### src/rtl/cep_pkg.sv
// package: encodings, field layouts and reset values for the condition and pointer decode block
`default_nettype none
package cep_pkg;
   localparam int NUM_PTR    = 6;
   localparam int PTR_W      = 16;
   localparam int STEP_W     = 7;
   localparam int MOD_W      = 9;
   localparam int GUARD_W    = 4;
   localparam int WORD_W     = 16;
   localparam int PTR_SEL_W  = 3;
   localparam int SET_SPLIT  = 4;
   localparam logic [PTR_SEL_W-1:0] PTR_ZERO = 3'h0;
   localparam logic [PTR_W-1:0] PTR_RST      = 16'h0000;
   localparam logic [GUARD_W-1:0] GUARD_RST  = 4'h0;

   typedef enum logic [3:0] {
      CEP_C_TRUE, CEP_C_EQ, CEP_C_NEQ, CEP_C_GT, CEP_C_GE, CEP_C_LT, CEP_C_LE, CEP_C_NN,
      CEP_C_V, CEP_C_C, CEP_C_E, CEP_C_L, CEP_C_NR, CEP_C_UI0_LOW, CEP_C_UI0_HIGH, CEP_C_UI1_HIGH
   } cep_cond_t;

   typedef enum logic [1:0] {
      CEP_PM_NONE, CEP_PM_INC, CEP_PM_DEC, CEP_PM_STEP
   } cep_pmod_t;

   typedef enum logic [2:0] {
      CEP_OP_NOP, CEP_OP_MOVH, CEP_OP_RETI, CEP_OP_INDIRECT, CEP_OP_MODR, CEP_OP_NORM, CEP_OP_MAXMIN
   } cep_op_t;

   // status flags feeding condition evaluation
   typedef struct packed {
      logic z;
      logic m;
      logic n;
      logic v;
      logic c;
      logic e;
      logic l;
      logic r;
   } cep_flags_t;

   // one decoded instruction
   typedef struct packed {
      logic                   valid;
      cep_op_t                op;
      logic                   has_cond;
      cep_cond_t              cond;
      logic                   opt_keep_ext;
      logic                   opt_context;
      logic                   opt_dmod;
      logic [PTR_SEL_W-1:0]   ptr_sel;
      cep_pmod_t              pmod;
      logic [WORD_W-1:0]      data;
   } cep_instr_t;

   // one step and modulo setup set
   typedef struct packed {
      logic signed [STEP_W-1:0] step;
      logic [MOD_W-1:0]         modsz;
   } cep_setup_t;
endpackage
`default_nettype wire

### src/rtl/cep_ptr_step.sv
// pointer post-modification arithmetic with optional modulo wrap
`default_nettype none
module cep_ptr_step #(
   parameter int PW = cep_pkg::PTR_W,
   parameter int SW = cep_pkg::STEP_W,
   parameter int MW = cep_pkg::MOD_W
) (
   input  wire logic [PW-1:0]        ptr_in,
   input  wire cep_pkg::cep_pmod_t   pmod,
   input  wire logic signed [SW-1:0] step,
   input  wire logic [MW-1:0]        modsz,
   input  wire logic                 wrap_en,
   output logic [PW-1:0]             ptr_out
);
   logic signed [PW-1:0] delta;
   logic [PW-1:0]        raw;
   logic [PW-1:0]        len;
   logic [PW-1:0]        base;
   logic [PW-1:0]        top;
   always_comb begin
      unique case (pmod)
         cep_pkg::CEP_PM_NONE: delta = '0;
         cep_pkg::CEP_PM_INC:  delta = PW'(1);
         cep_pkg::CEP_PM_DEC:  delta = -PW'(1);
         cep_pkg::CEP_PM_STEP: delta = PW'(step);
      endcase
      raw  = PW'(ptr_in + delta);
      // field value k means buffer length k+1, so 0..511 covers 1..512
      len  = PW'({1'b0, modsz}) + PW'(1);
      // buffers sit on boundaries of the largest modulo length
      base = ptr_in & ~((PW'(1) << MW) - PW'(1));
      top  = PW'(base + len - PW'(1));
      ptr_out = raw;
      if (wrap_en && pmod != cep_pkg::CEP_PM_NONE) begin
         if (!delta[PW-1] && ptr_in <= top && raw > top) begin
            ptr_out = PW'(raw - len);
         end else if (delta[PW-1] && (raw < base || raw > ptr_in)) begin
            ptr_out = PW'(raw + len);
         end
      end
   end
endmodule
`default_nettype wire

### src/rtl/cep_decode.sv
// condition evaluation, option fields and pointer post-modification
// What this block does
// - high-word move keeps guard bits with keep-extension, else sign-extends into them
// - interrupt return with context option restores context; without it, none
// - modulo-disable option turns wrap off on MODR only; otherwise the pointer wrap bit decides
// - always true; zero, nonzero, positive, nonnegative, negative, nonpositive from Z and M
// - single flag tests: N clear, V, C, E, L set, R clear
// - user input pins: input 0 low, input 0 high, input 1 high
// - datapath arithmetic is two's complement
// - post-modify for indirect, step, normalize; search ops only through pointer zero
// - pointer stays, increments, decrements or adds signed step
// - step sizes are 7-bit signed, -64 to 63, in setup registers
// - modulo sizes are 9-bit unsigned, lengths 1 to 512
// - each pointer has its own wrap-enable bit in status word two
// - missing condition field evaluates as always true
`default_nettype none
module cep_decode #(
   parameter int NP = cep_pkg::NUM_PTR
) (
   input  wire logic                    core_clk,
   input  wire logic                    sys_rst,
   input  wire cep_pkg::cep_instr_t     instr,
   input  wire cep_pkg::cep_flags_t     flags,
   input  wire logic                    user_in0,
   input  wire logic                    user_in1,
   input  wire cep_pkg::cep_setup_t     pointer_setup_reg_i,
   input  wire cep_pkg::cep_setup_t     pointer_setup_reg_j,
   input  wire logic [NP-1:0]           status_word_two,
   input  wire logic                    ptr_load,
   input  wire logic [cep_pkg::PTR_SEL_W-1:0] ptr_load_sel,
   input  wire logic [cep_pkg::PTR_W-1:0]     ptr_load_val,
   output logic                         cond_true,
   output logic                         exec_done,
   output logic                         context_restore,
   output logic                         reti_done,
   output logic                         ptr_modified,
   output logic [cep_pkg::PTR_W-1:0]    address_pointer [NP],
   output logic [cep_pkg::WORD_W-1:0]   accum_high,
   output logic [cep_pkg::GUARD_W-1:0]  accum_guard_bits
);
   // ======================================================
   // state
   typedef struct packed {
      logic [2:0]                       ui0_sync;
      logic [2:0]                       ui1_sync;
      logic                             ui0;
      logic                             ui1;
      logic                             cond;
      logic                             done;
      logic                             ctx;
      logic                             reti;
      logic                             pmod;
      logic [NP-1:0][cep_pkg::PTR_W-1:0] ptr;
      logic [cep_pkg::WORD_W-1:0]       ah;
      logic [cep_pkg::GUARD_W-1:0]      ae;
   } cep_state_t;

   cep_state_t st_q;
   cep_state_t st_d;

   function automatic logic eval_cond(input logic has, input cep_pkg::cep_cond_t c,
                                      input cep_pkg::cep_flags_t f, input logic u0, input logic u1);
      logic res;
      res = 1'b1;
      if (has) begin
         unique case (c)
            cep_pkg::CEP_C_TRUE:     res = 1'b1;
            cep_pkg::CEP_C_EQ:       res = f.z;
            cep_pkg::CEP_C_NEQ:      res = !f.z;
            cep_pkg::CEP_C_GT:       res = !f.m && !f.z;
            cep_pkg::CEP_C_GE:       res = !f.m;
            cep_pkg::CEP_C_LT:       res = f.m;
            cep_pkg::CEP_C_LE:       res = f.m || f.z;
            cep_pkg::CEP_C_NN:       res = !f.n;
            cep_pkg::CEP_C_V:        res = f.v;
            cep_pkg::CEP_C_C:        res = f.c;
            cep_pkg::CEP_C_E:        res = f.e;
            cep_pkg::CEP_C_L:        res = f.l;
            cep_pkg::CEP_C_NR:       res = !f.r;
            cep_pkg::CEP_C_UI0_LOW:  res = !u0;
            cep_pkg::CEP_C_UI0_HIGH: res = u0;
            cep_pkg::CEP_C_UI1_HIGH: res = u1;
         endcase
      end
      return res;
   endfunction

   // ======================================================
   // pointer path
   logic                      pm_allowed;
   logic                      sel_ok;
   logic                      wrap_en;
   logic                      ctrue;
   cep_pkg::cep_setup_t       setup;
   logic [cep_pkg::PTR_W-1:0] ptr_cur;
   logic [cep_pkg::PTR_W-1:0] ptr_new;

   always_comb begin
      sel_ok  = int'(instr.ptr_sel) < NP;
      ptr_cur = sel_ok ? st_q.ptr[instr.ptr_sel] : cep_pkg::PTR_RST;
      setup   = (int'(instr.ptr_sel) < cep_pkg::SET_SPLIT) ? pointer_setup_reg_i
                                                            : pointer_setup_reg_j;
      wrap_en = sel_ok && status_word_two[instr.ptr_sel]
                && !(instr.op == cep_pkg::CEP_OP_MODR && instr.opt_dmod);
      unique case (instr.op)
         cep_pkg::CEP_OP_INDIRECT, cep_pkg::CEP_OP_MODR, cep_pkg::CEP_OP_NORM: pm_allowed = sel_ok;
         cep_pkg::CEP_OP_MAXMIN: pm_allowed = instr.ptr_sel == cep_pkg::PTR_ZERO;
         default: pm_allowed = 1'b0;
      endcase
      ctrue = eval_cond(instr.has_cond, instr.cond, flags, st_q.ui0, st_q.ui1);
   end

   cep_ptr_step u_step (
      .ptr_in  (ptr_cur),
      .pmod    (instr.pmod),
      .step    (setup.step),
      .modsz   (setup.modsz),
      .wrap_en (wrap_en),
      .ptr_out (ptr_new)
   );

   // ======================================================
   // next state
   always_comb begin
      st_d = st_q;
      st_d.ui0_sync = {st_q.ui0_sync[1:0], user_in0};
      st_d.ui1_sync = {st_q.ui1_sync[1:0], user_in1};
      if (st_q.ui0_sync[2] == st_q.ui0_sync[1]) begin
         st_d.ui0 = st_q.ui0_sync[2];
      end
      if (st_q.ui1_sync[2] == st_q.ui1_sync[1]) begin
         st_d.ui1 = st_q.ui1_sync[2];
      end
      st_d.cond = ctrue;
      st_d.done = instr.valid;
      st_d.ctx  = 1'b0;
      st_d.reti = 1'b0;
      st_d.pmod = 1'b0;
      if (ptr_load && int'(ptr_load_sel) < NP) begin
         st_d.ptr[ptr_load_sel] = ptr_load_val;
      end
      if (instr.valid && ctrue) begin
         unique case (instr.op)
            cep_pkg::CEP_OP_MOVH: begin
               st_d.ah = instr.data;
               if (!instr.opt_keep_ext) begin
                  st_d.ae = {cep_pkg::GUARD_W{instr.data[cep_pkg::WORD_W-1]}};
               end
            end
            cep_pkg::CEP_OP_RETI: begin
               st_d.reti = 1'b1;
               st_d.ctx  = instr.opt_context;
            end
            default: begin
               if (pm_allowed && instr.pmod != cep_pkg::CEP_PM_NONE) begin
                  st_d.ptr[instr.ptr_sel] = ptr_new;
                  st_d.pmod = 1'b1;
               end
            end
         endcase
      end
   end

   always_ff @(posedge core_clk) begin
      if (sys_rst) begin
         st_q <= '0;
      end else begin
         st_q <= st_d;
      end
   end

   // ======================================================
   // outputs
   always_comb begin
      cond_true        = st_q.cond;
      exec_done        = st_q.done;
      context_restore  = st_q.ctx;
      reti_done        = st_q.reti;
      ptr_modified     = st_q.pmod;
      accum_high       = st_q.ah;
      accum_guard_bits = st_q.ae;
      for (int i = 0; i < NP; i++) begin
         address_pointer[i] = st_q.ptr[i];
      end
   end

   // ======================================================
   // checks
   chk_cond_eq: assert property (@(posedge core_clk) disable iff (sys_rst)
      instr.has_cond && instr.cond == cep_pkg::CEP_C_EQ |=> cond_true == $past(flags.z))
      else $error("eq condition mismatch");
   chk_cond_le: assert property (@(posedge core_clk) disable iff (sys_rst)
      instr.has_cond && instr.cond == cep_pkg::CEP_C_LE |=> cond_true == $past(flags.m || flags.z))
      else $error("le condition mismatch");
   chk_cond_nr: assert property (@(posedge core_clk) disable iff (sys_rst)
      instr.has_cond && instr.cond == cep_pkg::CEP_C_NR |=> cond_true == !$past(flags.r))
      else $error("nr condition mismatch");
   chk_user_pin: assert property (@(posedge core_clk) disable iff (sys_rst)
      $rose(user_in0) ##1 user_in0 [*4] |-> st_q.ui0)
      else $error("user pin not seen");
   chk_no_cond: assert property (@(posedge core_clk) disable iff (sys_rst)
      !instr.has_cond |=> cond_true)
      else $error("missing condition not true");
   chk_keep_ext: assert property (@(posedge core_clk) disable iff (sys_rst)
      instr.valid && instr.op == cep_pkg::CEP_OP_MOVH && instr.opt_keep_ext
      |=> $stable(accum_guard_bits))
      else $error("guard bits changed");
   chk_sign_ext: assert property (@(posedge core_clk) disable iff (sys_rst)
      instr.valid && ctrue && instr.op == cep_pkg::CEP_OP_MOVH && !instr.opt_keep_ext
      |=> accum_guard_bits == {cep_pkg::GUARD_W{$past(instr.data[cep_pkg::WORD_W-1])}})
      else $error("guard bits not sign extended");
   chk_reti_ctx: assert property (@(posedge core_clk) disable iff (sys_rst)
      reti_done |-> context_restore == $past(instr.opt_context))
      else $error("context option ignored");
   chk_maxmin_r0: assert property (@(posedge core_clk) disable iff (sys_rst)
      instr.valid && instr.op == cep_pkg::CEP_OP_MAXMIN && instr.ptr_sel != cep_pkg::PTR_ZERO
      |=> !ptr_modified)
      else $error("search op moved non-zero pointer");
   chk_inc_nowrap: assert property (@(posedge core_clk) disable iff (sys_rst)
      instr.valid && ctrue && instr.op == cep_pkg::CEP_OP_MODR && instr.opt_dmod
      && instr.pmod == cep_pkg::CEP_PM_INC && instr.ptr_sel == 3'h1 && !ptr_load
      |=> address_pointer[1] == $past(address_pointer[1]) + 16'h0001)
      else $error("dmod increment wrong");
   cov_reti_ctx: cover property (@(posedge core_clk) context_restore);
   cov_wrap: cover property (@(posedge core_clk) ptr_modified && $past(wrap_en));
   cov_movh: cover property (@(posedge core_clk) instr.valid && instr.op == cep_pkg::CEP_OP_MOVH);
endmodule
`default_nettype wire

### config.mk
export PLATFORM = sky130hd
export DESIGN_NAME = cep_decode
export DESIGN_NICKNAME = d
export VERILOG_FILES = /design/src/rtl/cep_pkg.sv /design/src/rtl/cep_ptr_step.sv /design/src/rtl/cep_decode.sv
export SDC_FILE = /design/constraint.sdc
export NUM_CORES = 1
export LEC_CHECK = 0
export ABC_AREA = 1
export BUFFER_PORTS_ARGS = -buffer_cell sky130_fd_sc_hd__buf_2
export CAP_MARGIN = 20
export CORE_MARGIN = 4
export CORE_UTILIZATION = 48
export CTS_BUF_LIST = sky130_fd_sc_hd__clkbuf_16
export DETAILED_ROUTE_END_ITERATION = 12
export PLACE_DENSITY = 0.74
export SYNTH_ARGS = -nofsm -noshare
export SYNTH_HDL_FRONTEND = slang
export SYNTH_SLANG_ARGS = --single-unit
### constraint.sdc
create_clock -name core_clk -period 5.5 [get_ports core_clk]
set_input_delay 0.825 -clock core_clk [delete_from_list [all_inputs] [get_ports core_clk]]
set_output_delay 0.825 -clock core_clk [all_outputs]
set_load 0.02 [all_outputs]
Word-level counts from Yosys, hierarchy flattened
Cells that the tools add are included.

storage, ports and cells
  latch bits = 0
  output and inout port bits = 121
  ROM bits = 0
  memories = 0
  bits in registers = 126
  bits of input ports = 103
  RAM bits = 0
  logic and storage cells = 122

operators by class
  equality and inequality tests = 26
  add/sub/neg operators = 6
  muxes and demuxes = 26
  $mul = 0
  bitwise logic cells = 3
  $lt $le $gt $ge = 11
  shifts and indexed selects = 0
  reductions and logical operators = 33
  divide/modulo/power cells = 0

operator list
  cell                                                                          number
  96-bit bitwise mux                                                            2
  96-bit two-way mux                                                            2
  16-bit two-way mux                                                            8
  116-bit two-way mux                                                           1
  97-bit two-way mux                                                            1
  16-bit demux with 3-bit select                                                2
  16-bit case mux with 4 select lines                                           1
  16-bit adder                                                                  3
  16-bit binary-select mux with 3-bit select                                    1
  4-bit equality test, second input constant                                    8
  16-bit greater-than comparator                                                2
  20-bit two-way mux                                                            1
  4-bit by 3-bit equality test with 1-bit output, second input constant         4
  16-bit less-or-equal comparator                                               1
  16-bit less-than comparator                                                   1
  1-bit case mux with 16 select lines                                           1
  16-bit by 1-bit subtractor with 16-bit output, second input constant          1
  16-bit subtractor                                                             1
  1-bit logical AND                                                             13
  9-bit by 1-bit adder with 10-bit output, second input constant                1
  3-bit equality test, second input constant                                    3
  3-bit less-than comparator, second input constant                             3
  4-bit by 2-bit equality test with 1-bit output, second input constant         2
  3-bit by 4-bit less-than comparator with 1-bit output, second input constant  2
  other kinds (23)                                                              40

Depth between registers and ports, before layout
Gate-level depths: netlist of run 1.

  depth after elaboration = 14
  depth in mapped cells = 39
  gate-level depth less buffers = 38

By module
From an unflattened synthesis of run 1, not the netlist that was laid out.

unflattened totals
  cell total of the unflattened synthesis = 2422
  area, all modules = 14158.6 µm²

by module, submodules not included
  module        area each (µm²)  instances  cells an instance  sequential area each (µm²)
  cep_decode    9532.9           1          1656               2522.4
  cep_ptr_step  4625.7           1          766                0.0

Least setup slack after synthesis of run 1
No wires, ideal clock.

  path type = input to register
  from = input port instr[20] (netlist name)
  to = register st_q (netlist bit address_pointer[10])
  library setup time = 119 ps
  stages = 33
  arrival time = 5372 ps
  setup slack = 8 ps
  data required time = 5381 ps
  buffers on the path = 2
  cells stage by stage = buf_4 -> o21ai_0 -> inv_1 -> ha_1 -> ha_1 -> a21oi_1 -> o21bai_1 -> nand2_1 -> nand2_1 -> nand2_1 -> nand2_1 -> nand2_1 -> nand2_1 -> a21oi_1 -> inv_1 -> nand2_1 -> nand2_1 -> a21o_2 -> a21oi_2 -> o21ai_1 -> xor2_1 -> ha_1 -> nand4_1 -> nor4_1 -> and2_1 -> o21ai_1 -> a21oi_4 -> inv_2 -> buf_6 -> nand2_1 -> nand3_1 -> nand3_1 -> a21oi_1

between the ends
  longest elaborated chain between the ends = 14
  elaborated cells on any way between the ends = 42
  those cells by class = 6 x add/sub; 8 x order compare; 17 x mux; 11 x reduce/logical

RTL lines
  element                                                                                   RTL line                                source
  start: declaration                                                                        cep_decode.sv:22                        input wire cep_pkg::cep_instr_t instr,
  3-bit less-than comparator or 16-bit binary-select mux with 3-bit select (tied branches)  cep_decode.sv:101, cep_decode.sv:100
  16-bit two-way mux (on tied branches)                                                     cep_decode.sv:101, cep_decode.sv:100
  9-bit by 1-bit adder with 10-bit output (tied with other cells)                           cep_ptr_step.sv:29                      len = PW'({1'b0, modsz}) + PW'(1);
  16-bit adder (on tied branches)                                                           cep_ptr_step.sv:32, cep_ptr_step.sv:27
  16-bit by 1-bit subtractor with 16-bit output (tied with other cells)                     cep_ptr_step.sv:32                      top = PW'(base + len - PW'(1));
  16-bit less-or-equal comparator or 1-bit logical OR (tied branches)                       cep_ptr_step.sv:35, cep_ptr_step.sv:37
  1-bit logical AND (on tied branches)                                                      cep_ptr_step.sv:35, cep_ptr_step.sv:37
  1-bit logical AND or 16-bit two-way mux (tied branches)                                   cep_ptr_step.sv:35, cep_ptr_step.sv:37
  16-bit two-way mux                                                                        cep_ptr_step.sv:35                      if (!delta[PW-1] && ptr_in <= top && raw > top) begin
  16-bit two-way mux                                                                        cep_ptr_step.sv:34                      if (wrap_en && pmod != cep_pkg::CEP_PM_NONE) begin
  96-bit bitwise mux                                                                        cep_decode.sv:156                       st_d.ptr[instr.ptr_sel] = ptr_new;
  97-bit two-way mux *                                                                      cep_decode.sv:155                       if (pm_allowed && instr.pmod != cep_pkg::CEP_PM_NONE) begin
  96-bit two-way mux *                                                                      cep_decode.sv:143                       unique case (instr.op)
  116-bit two-way mux *                                                                     cep_decode.sv:142                       if (instr.valid && ctrue) begin
  end signal: assignment                                                                    cep_decode.sv:168                       st_q <= st_d;
  end: declaration                                                                          cep_decode.sv:58                        cep_state_t st_q;

Every way passes the cells marked *; elsewhere a longest branch is shown, timed or not. The select of a mux whose other input is x is not followed.
A chain may end at the register's enable or synchronous reset.

Final worst setup path of run 1
  from = input port instr[20] (netlist name)
  to = register st_q (netlist bit address_pointer[32])

The elaborated chain is that of the path after synthesis.

==> impl_metrics.ini, run 1 <==
[pwr]
intPower_mw = 2.43
switching_power_mw = 1.52
comb_power_share_pct = 45.0
power_frac_seq_pct = 24.8
swShare_pct = 38.5
powerDensity_nw_per_um2 = 262
peakVddDrop_mv = 0.201
power_frac_clock_pct = 30.3
p_leak_nw = 8.31

[layout]
insertedDiodeCount = 0
seq_area_um2 = 2520
areaGrowthSynthToFinish_pct = 31.1
drive_above_1_share_pct = 31.9
nFillCells = 2051
multi_input_area_um2 = 7600
nNetsFinal = 2276

[route]
drt-total-wl_um = 42400
drc = 0
drt-wirelength-per-cell_um = 17.6
vias = 13200
first_iter_violations = 1638
ant_nets = 0
drt-pass1-iter-count = 7
viasPerCell = 5.49

[synth]
synth.distinct_cells = 62
synth-compound-area-share_pct = 19.6
synthTopCellsByCount = 421 x nand2_1, 211 x inv_1, 163 x a21oi_1
synth_top_cell_area_share_pct = 22.0
synth_fa_ha_area_share_pct = 10.9
async_flop_share_pct = 0
synth-simple-area-share_pct = 24.1
synth_area_um2 = 11500
synthesis.nets = 1968
ys.flop_type = dfxtp_1
ys_ff_latch = 126
synth_xor_area_share_pct = 3.71
yosys.area.top_type = dfxtp_1
yosys_warnings = 0
yosysSeqAreaShare_pct = 22.0
synth_edf_count = 0
synth_top_family_by_area = simple AND/OR/NAND/NOR gates
synthMuxAreaShare_pct = 2.69
synth_most_common_cell = nand2_1
syn_area_per_cell_um2 = 6.50
synthCells = 1766
synth.area.top_cells = dfxtp_1 22%, nand2_1 14%, ha_1 11%

[place]
portBuffers = 223
gp_congestion = 0.990
dp_slack_ns = -0.557
dp_hpwl_um = 31700

[die]
num_rows = 56
dieHeight_um = 163
core-area_um2 = 23500
dieWidth_um = 163
initial_core_util_pct = 48.9
dieArea_um2 = 26400
ioPinCount = 224

[cts]
clock_path_buffers = 2
clk_latency_ns = 0.43
tritoncts = yes
cts-root-buf = clkbuf_16
cts_buffers = 17
cts_hold_buf = 0
clk_pin_slew_worst_paths_ns = 0.07
h-tree-depth = 4
cts_sinks = 126

[sta]
hold_viol_final = 0
finalSetupViolCount = 0
fin_crit_ns = 5.37
period_share_pct = 97.7
timing.fmax_mhz = 186
worst_pin_slew_ns = 1.18
drv_slew = 0
fin_setup_tns_ns = 0
skew_ns = 0.00929
relSlewSlack_pct = 21.3
post-route-worst-setup-slack_ns = 0.128

[hold_path]
hold_path_depth = 2
worstHoldEndpoint = st_d[128]$_SDFF_PP0_
hold_start = st_d[127]$_SDFF_PP0_
holdCritPathClass = reg2reg

[critical_path]
reg2reg_setup_slack_ns = 0.77
r2r_end = address_pointer[32]$_SDFF_PP0_
path_max_fanout = 7
arrival_ns = 5.70
slowest_delay_ns = 0.33
crit_family = simple AND/OR/NAND/NOR gates
r2r_cells = 29
cp.required_ns = 5.82
crit_type = in2reg
crit_path_end_kind = register
critPathLaunchType = input port
worst_path_max_delay_cell = nor4_2
cpMostUsedCell = nand2_1
r2r-start = address_pointer[34]$_SDFF_PP0_
crit_buf_inv = 8

[grt]
antenna_found_initial = 0
grt_pass1_wl_um = 63400
grt_max_degree = 65
grt_pass1_vias = 11900
gr-total-overflow = 0
grt_usage_pct = 29.9

[run]
maxCapViolCount = 0

[status]
outcome = completed
[worst max-delay path by stage]
stage               slack, ns       from                              to  cells after the start
CTS                     -0.03  instr[20]  address_pointer[38]$_SDFF_PP0_                     38
finish                   0.13  instr[20]  address_pointer[32]$_SDFF_PP0_                     37
floorplan               0.008  instr[20]  address_pointer[10]$_SDFF_PP0_                     33
global route            -0.16  instr[20]  address_pointer[64]$_SDFF_PP0_                     37
detailed placement      -0.56  instr[20]  address_pointer[57]$_SDFF_PP0_                     34
global placement        -0.52  instr[20]  address_pointer[78]$_SDFF_PP0_                     32
[routing by layer]
metal | wire length (µm) | global-route usage, % | vias up
met5 | 0 | 0 | -
met4 | 1660 | 11.3 | 0
met3 | 4240 | 4.91 | 145
met2 | 19700 | 49.6 | 756
met1 | 16800 | 39.1 | 6010
li1 | - | - | 6286
[flip-flops by register name, summed over array words and instances, names as in the netlist]
signal / flops
context_restore: 1
accum_guard_bits: 1
ptr_modified: 1
st_q: 4
st_d: 4
accum_high: 16
address_pointer: 96
exec_done: 1
cond_true: 1
reti_done: 1
[placed cells by master, fill, tap and decap left out, types with 11 or more instances in the layout]
| cell | count |
|---|---|
| o22ai_1 | 23 |
| mux2_2 | 23 |
| nand2_1 | 402 |
| nor2_1 | 125 |
| inv_2 | 21 |
| a21oi_1 | 151 |
| a21oi_2 | 11 |
| buf_2 | 222 |
| o21ai_1 | 18 |
| inv_1 | 199 |
| xor2_1 | 21 |
| o21ai_0 | 130 |
| buf_4 | 224 |
| clkbuf_16 | 17 |
| ha_1 | 88 |
| dfxtp_1 | 126 |
| nand4_1 | 13 |
| nand3_1 | 44 |
| nand2_2 | 22 |
| xnor2_1 | 11 |
[power by group through the flow]
stage	Clock (mW)	Sequential, mW	Combinational (mW)
global placement	0	0.995	1.53
CTS	1.20	0.976	1.58
global route	1.24	0.980	1.93
floorplan	0	0.988	0.962
finish	1.19	0.977	1.78
detailed placement	0	0.996	1.56
[worst reg2reg max path, delay by kind of cell, from the launching register on]
family,cells,cell delay [ns]
buf+inv,7,0.80
flops,1,0.35
xor+xnor,1,0.11
compound gates,4,0.60
simple gates,15,2.11
fa+ha+maj,2,0.64
[metrics by stage]
stage	instance area (µm²)	std cells	util (%)	hold WS (ns)	total power, mW
2_1_floorplan	11500	1766	-	0.388	1.95
3_3_place_gp	13600	2356	58.0	0.389	2.52
3_5_place_dp	13600	2356	58.0	0.395	2.56
4_1_cts	14300	2388	60.7	0.403	3.75
5_1_grt	15000	2406	64.1	0.426	4.15
6_report	15000	2406	64.1	0.399	3.95
[cell type report]
cell class | count | share of cell area [%]
clock buffer | 17 | 2.83
clock inverter | 15 | 1.21
inverter | 226 | 5.79
multi-input combinational | 1241 | 50.6
sequential | 126 | 16.8
tap | 319 | 2.65
timing repair buffer | 462 | 20.2
[kinds of logic after synthesis]
family          Yosys count
compound gates          400
xor+xnor                 46
fa+ha+maj                99
buf+inv                 399
flops                   126
mux                      28
simple gates            668
[repair_timing]
action	4_1_cts	5_1_grt
resized for setup	11	138
pin swaps	0	47
buffers inserted	0	17
endpoints found under the setup margin	69	96
(Power assumes the default switching activity.)
==> inputs of run 2 (changes only) <==
REMOVE_ABC_BUFFERS = 1   (was not set)
==> impl_metrics.ini, run 2 (synthesis results as in run 1) <==
[cts]
tritoncts = yes
h-tree-depth = 4
clock_path_buffers = 2
cts-root-buf = clkbuf_16
cts_buffers = 17
clk_latency_ns = 0.42
cts_sinks = 126
clk_pin_slew_worst_paths_ns = 0.06
cts_hold_buf = 0

[sta]
timing.fmax_mhz = 189
worst_pin_slew_ns = 1.11
skew_ns = 0.00985
drv_slew = 0
fin_crit_ns = 5.30
relSlewSlack_pct = 25.7
hold_viol_final = 0
rsz0062_at_grt = true
finalSetupViolCount = 0
period_share_pct = 96.5

[pwr]
power_frac_clock_pct = 29.6
p_leak_nw = 8.41
powerDensity_nw_per_um2 = 260
swShare_pct = 37.9
peakVddDrop_mv = 0.190
switching_power_mw = 1.48
comb_power_share_pct = 45.3
intPower_mw = 2.43
power_frac_seq_pct = 25.0

[hold_path]
worstHoldEndpoint = st_d[125]$_SDFF_PP0_
holdCritPathClass = reg2reg
hold_path_depth = 2
hold_start = st_d[124]$_SDFF_PP0_

[route]
drc = 0
drt-wirelength-per-cell_um = 17.2
drt-pass1-iter-count = 6
first_iter_violations = 1300
drt-total-wl_um = 41700
viasPerCell = 5.41
ant_nets = 0
vias = 13100

[critical_path]
r2r_cells = 32
arrival_ns = 5.58
critPathLaunchType = input port
reg2reg_setup_slack_ns = 0.89
crit_path_end_kind = register
worst_path_max_delay_cell = ha_1
r2r-start = address_pointer[70]$_SDFF_PP0_
slowest_delay_ns = 0.36
crit_type = in2reg
cp.required_ns = 5.78
r2r_end = address_pointer[63]$_SDFF_PP0_
cpMostUsedCell = nand2_1
path_max_fanout = 10

[place]
gp_congestion = 0.984
dp_cells = 2363
dp_hpwl_um = 30800
portBuffers = 223

[status]
outcome = completed

[layout]
final_cell_mix = 408 x nand2_1, 240 x buf_4, 223 x buf_2
drive_above_1_share_pct = 31.7
largest_register_ffs = 96
utilization_pct = 64.1
nFillCells = 2022
insertedDiodeCount = 0
nNetsFinal = 2293
areaGrowthSynthToFinish_pct = 31.0
final_common_cell = nand2_1
fin_cells = 2422

[die]
dieWidth_um = 163
initial_core_util_pct = 48.9
ioPinCount = 224
core-area_um2 = 23500
num_rows = 56
dieArea_um2 = 26400
dieHeight_um = 163

[grt]
gr-total-overflow = 0
grt_max_degree = 56
antenna_found_initial = 1
grt_pass1_wl_um = 64400
grt_pass1_vias = 12700
grt_usage_pct = 30.2

[run]
maxCapViolCount = 0
-- run 2: cell types whose count changed in the layout (fill, tap and decap cells not counted), sizes merged --
cell and change:
clkinvlp -2, buf +18, inv -5, clkbuf -1, clkinv +6
-- run 2: how the worst max path moves through the flow --
| stage | from | to | slack [ns] | depth (start not counted) |
|---|---|---|---|---|
| after floorplan | pointer_setup_reg_i[0] | address_pointer[62]$_SDFF_PP0_ | 0.12 | 34 |
| after global placement | instr[20] | address_pointer[14]$_SDFF_PP0_ | -0.38 | 36 |
| after detailed placement | instr[20] | address_pointer[64]$_SDFF_PP0_ | -0.52 | 37 |
| after CTS | instr[20] | address_pointer[64]$_SDFF_PP0_ | 0.006 | 37 |
| after global routing | instr[20] | address_pointer[64]$_SDFF_PP0_ | -0.12 | 37 |
| final | instr[20] | address_pointer[63]$_SDFF_PP0_ | 0.20 | 37 |
-- run 2: metrics by stage --
step	area, µm²	TNS (ns)	total power, mW	setup WS, ns	hold WS (ns)
2_1_floorplan	10400	0	1.88	0.116	0.388
3_3_place_gp	13700	-29.21	2.55	-0.380	0.391
3_5_place_dp	13700	-40.38	2.59	-0.525	0.404
4_1_cts	14400	0	3.77	0.00601	0.414
5_1_grt	15000	-3.21	4.11	-0.120	0.427
6_report	15000	0	3.91	0.195	0.413
-- run 2: repair_timing --
item	in CTS	in global routing
setup endpoints to repair	62	96
pin swaps	6	35
setup buffers	10	16
resized for setup	21	98
-- run 2: area by class of cell --
| type | instances | area, µm² | share of cell area, % |
|---|---|---|---|
| Clock buffer | 17 | 425 | 2.83 |
| Clock inverter | 14 | 170 | 1.13 |
| Inverter | 226 | 873 | 5.81 |
| Multi-Input combinational cell | 1241 | 7450 | 49.5 |
| Sequential cell | 126 | 2520 | 16.8 |
| Tap cell | 319 | 399 | 2.65 |
| Timing Repair Buffer | 479 | 3200 | 21.3 |
-- run 2: worst max-delay path: cells and delay by family --
kind | cells | cell delay (ns)
buffers and inverters | 10 | 1.10
adders and majority gates | 2 | 0.66
xor gates and xnor gates | 1 | 0.09
and+or+nand+nor | 23 | 2.81
AOI/OAI and AO/OA | 1 | 0.07
-- run 2: power by group through the flow --
stage,Clock (mW),Combinational [mW],Sequential (mW)
6_report,1.16,1.77,0.979
5_1_grt,1.19,1.93,0.982
4_1_cts,1.15,1.64,0.978
3_5_place_dp,0,1.59,0.997
3_3_place_gp,0,1.56,0.997
2_1_floorplan,0,0.846,1.04
-- run 2: routing by layer --
layer	share of wire, %	GRT usage, %	wire (µm)	vias to the layer above
met5	0.031	0	13	-
met4	4.2	13.2	1750	2
met3	9.4	4.51	3910	121
met2	47	50.7	19400	683
met1	40	38.7	16600	5986
li1	-	-	-	6320
==> inputs of run 3 (changes only) <==
CORE_UTILIZATION = 50   (was 48)
PLACE_DENSITY = 0.73   (was 0.74)
SLEW_MARGIN = 20   (was not set)
clock period = 5.9 ns   (was 5.5 ns; I/O delays follow)
==> impl_metrics.ini, run 3 (synthesis results as in run 1) <==
[layout]
nNetsFinal = 2215
final_common_cell = nand2_1
areaGrowthSynthToFinish_pct = 23.1
insertedDiodeCount = 0
drive_above_1_share_pct = 27.3
final_cell_mix = 416 x nand2_1, 224 x buf_2, 207 x inv_1
largest_register_ffs = 96

[pwr]
comb_power_share_pct = 42.5
intPower_mw = 2.07
peakVddDrop_mv = 0.183
power_frac_seq_pct = 27.0
power.total_mw = 3.38
swShare_pct = 38.9
power_frac_clock_pct = 30.4
switching_power_mw = 1.31
p_leak_nw = 7.96
powerDensity_nw_per_um2 = 239

[route]
viasPerCell = 5.56
first_iter_violations = 1166
vias = 12800
drc = 0
drt-wirelength-per-cell_um = 17.2
drt-pass1-iter-count = 9
ant_nets = 0
drt-total-wl_um = 39800

[critical_path]
worst_path_max_delay_cell = ha_1
crit_path_end_kind = register
cp.required_ns = 6.18
slowest_delay_ns = 0.35
crit_type = in2reg
arrival_ns = 5.89
cpMostUsedCell = buf_4
critPathLaunchType = input port
path_max_fanout = 13

[sta]
timing.fmax_mhz = 178
skew_ns = 0.0113
relSlewSlack_pct = 27.8
period_share_pct = 95.1
fin_crit_ns = 5.61
post-route-worst-setup-slack_ns = 0.289
worst_pin_slew_ns = 1.08
finalSetupViolCount = 0
drv_slew = 0
hold_viol_final = 0

[grt]
use_met2_pct = 49.2
grt_pass1_vias = 12100
gr-total-overflow = 0
met1_usage_pct = 38.6
gr-usage-met3_pct = 4.32
grt_max_degree = 80
grt_pass1_wl_um = 61200
grt_busiest_layer = met2
antenna_found_initial = 1
grt_usage_pct = 29.5

[die]
ioPinCount = 224
dieHeight_um = 160
dieWidth_um = 160
dieArea_um2 = 25400
initial_core_util_pct = 50.7
num_rows = 55
core-area_um2 = 22600

[run]
maxCapViolCount = 0

[cts]
h-tree-depth = 4
clock_path_buffers = 2
cts_sinks = 126
clk_pin_slew_worst_paths_ns = 0.06
clk_latency_ns = 0.42
cts-root-buf = clkbuf_16
tritoncts = yes
cts_hold_buf = 0
cts_buffers = 17

[hold_path]
holdCritPathClass = reg2reg

[place]
dp_slack_ns = -0.346
portBuffers = 223
gp_congestion = 0.906
dp_hpwl_um = 29800

[status]
outcome = completed
==> run 3: cell count changes in the layout (fill, tap and decap cells not counted), moves of 6 or more <==
cell / previous run / this run
a21oi_1: 151 / 159
a21oi_2: 13 / 4
buf_4: 240 / 171
inv_2: 19 / 12
inv_6: 1 / 9
nand2_1: 408 / 416
nand2_4: 9 / 2
o21ai_0: 131 / 137
==> run 3: path summary, 6_finish.rpt <==
| check | start | endpoint | slack, ns | cells after the start |
|---|---|---|---|---|
| max | instr[20] | address_pointer[51]$_SDFF_PP0_ | 0.29 | 33 |
| min | st_d[124]$_SDFF_PP0_ | st_d[125]$_SDFF_PP0_ | 0.40 | 2 |
| max reg2reg | address_pointer[35]$_SDFF_PP0_ | address_pointer[51]$_SDFF_PP0_ | 1.14 | 27 |
| min reg2reg | st_d[124]$_SDFF_PP0_ | st_d[125]$_SDFF_PP0_ | 0.40 | 2 |
==> run 3: cell type report <==
type                            instances  area (µm²)
Clock buffer                           17         425
Clock inverter                         15         148
Fill cell                            2068        8520
Inverter                              226         863
Multi-Input combinational cell       1241        7280
Sequential cell                       126        2520
Tap cell                              285         357
Timing Repair Buffer                  401        2530
==> run 3: per-layer routing <==
metal / up-vias / share of wire (%)
met5: - / 0.033
met2: 719 / 46
met4: 2 / 4.3
met1: 5803 / 40
li1: 6163 / -
met3: 155 / 9.6
==> run 3: timing repair <==
action	in CTS	in global routing
setup endpoints to repair	0	96
buffers inserted	0	14
resized for setup	0	56
==> run 3: per-stage QoR <==
stage	util [%]	setup TNS [ns]	instances	hold slack [ns]	instance area [µm²]
6_report	62.4	0	2311	0.403	14100
5_1_grt	62.4	-0.398	2311	0.432	14100
4_1_cts	60.4	0	2296	0.403	13700
3_5_place_dp	57.9	-24.65	2264	0.395	13100
3_3_place_gp	57.9	-7.68	2264	0.391	13100
2_1_floorplan	-	0	1593	0.388	10400
==> run 3: worst max-delay path, delay by kind of cell <==
family,cells,cell delay (ns)
fa+ha+maj,2,0.64
xor+xnor,1,0.16
compound gates,6,1.00
buf+inv,11,1.52
simple gates,13,1.64
==> run 3: power groups by stage <==
stage               Sequential, mW  Clock (mW)  Combinational (mW)
floorplan                    0.965           0               0.789
global placement             0.931           0                1.31
detailed placement           0.931           0                1.34
CTS                          0.913        1.03                1.35
global route                 0.917        1.07                1.59
finish                       0.915        1.03                1.44
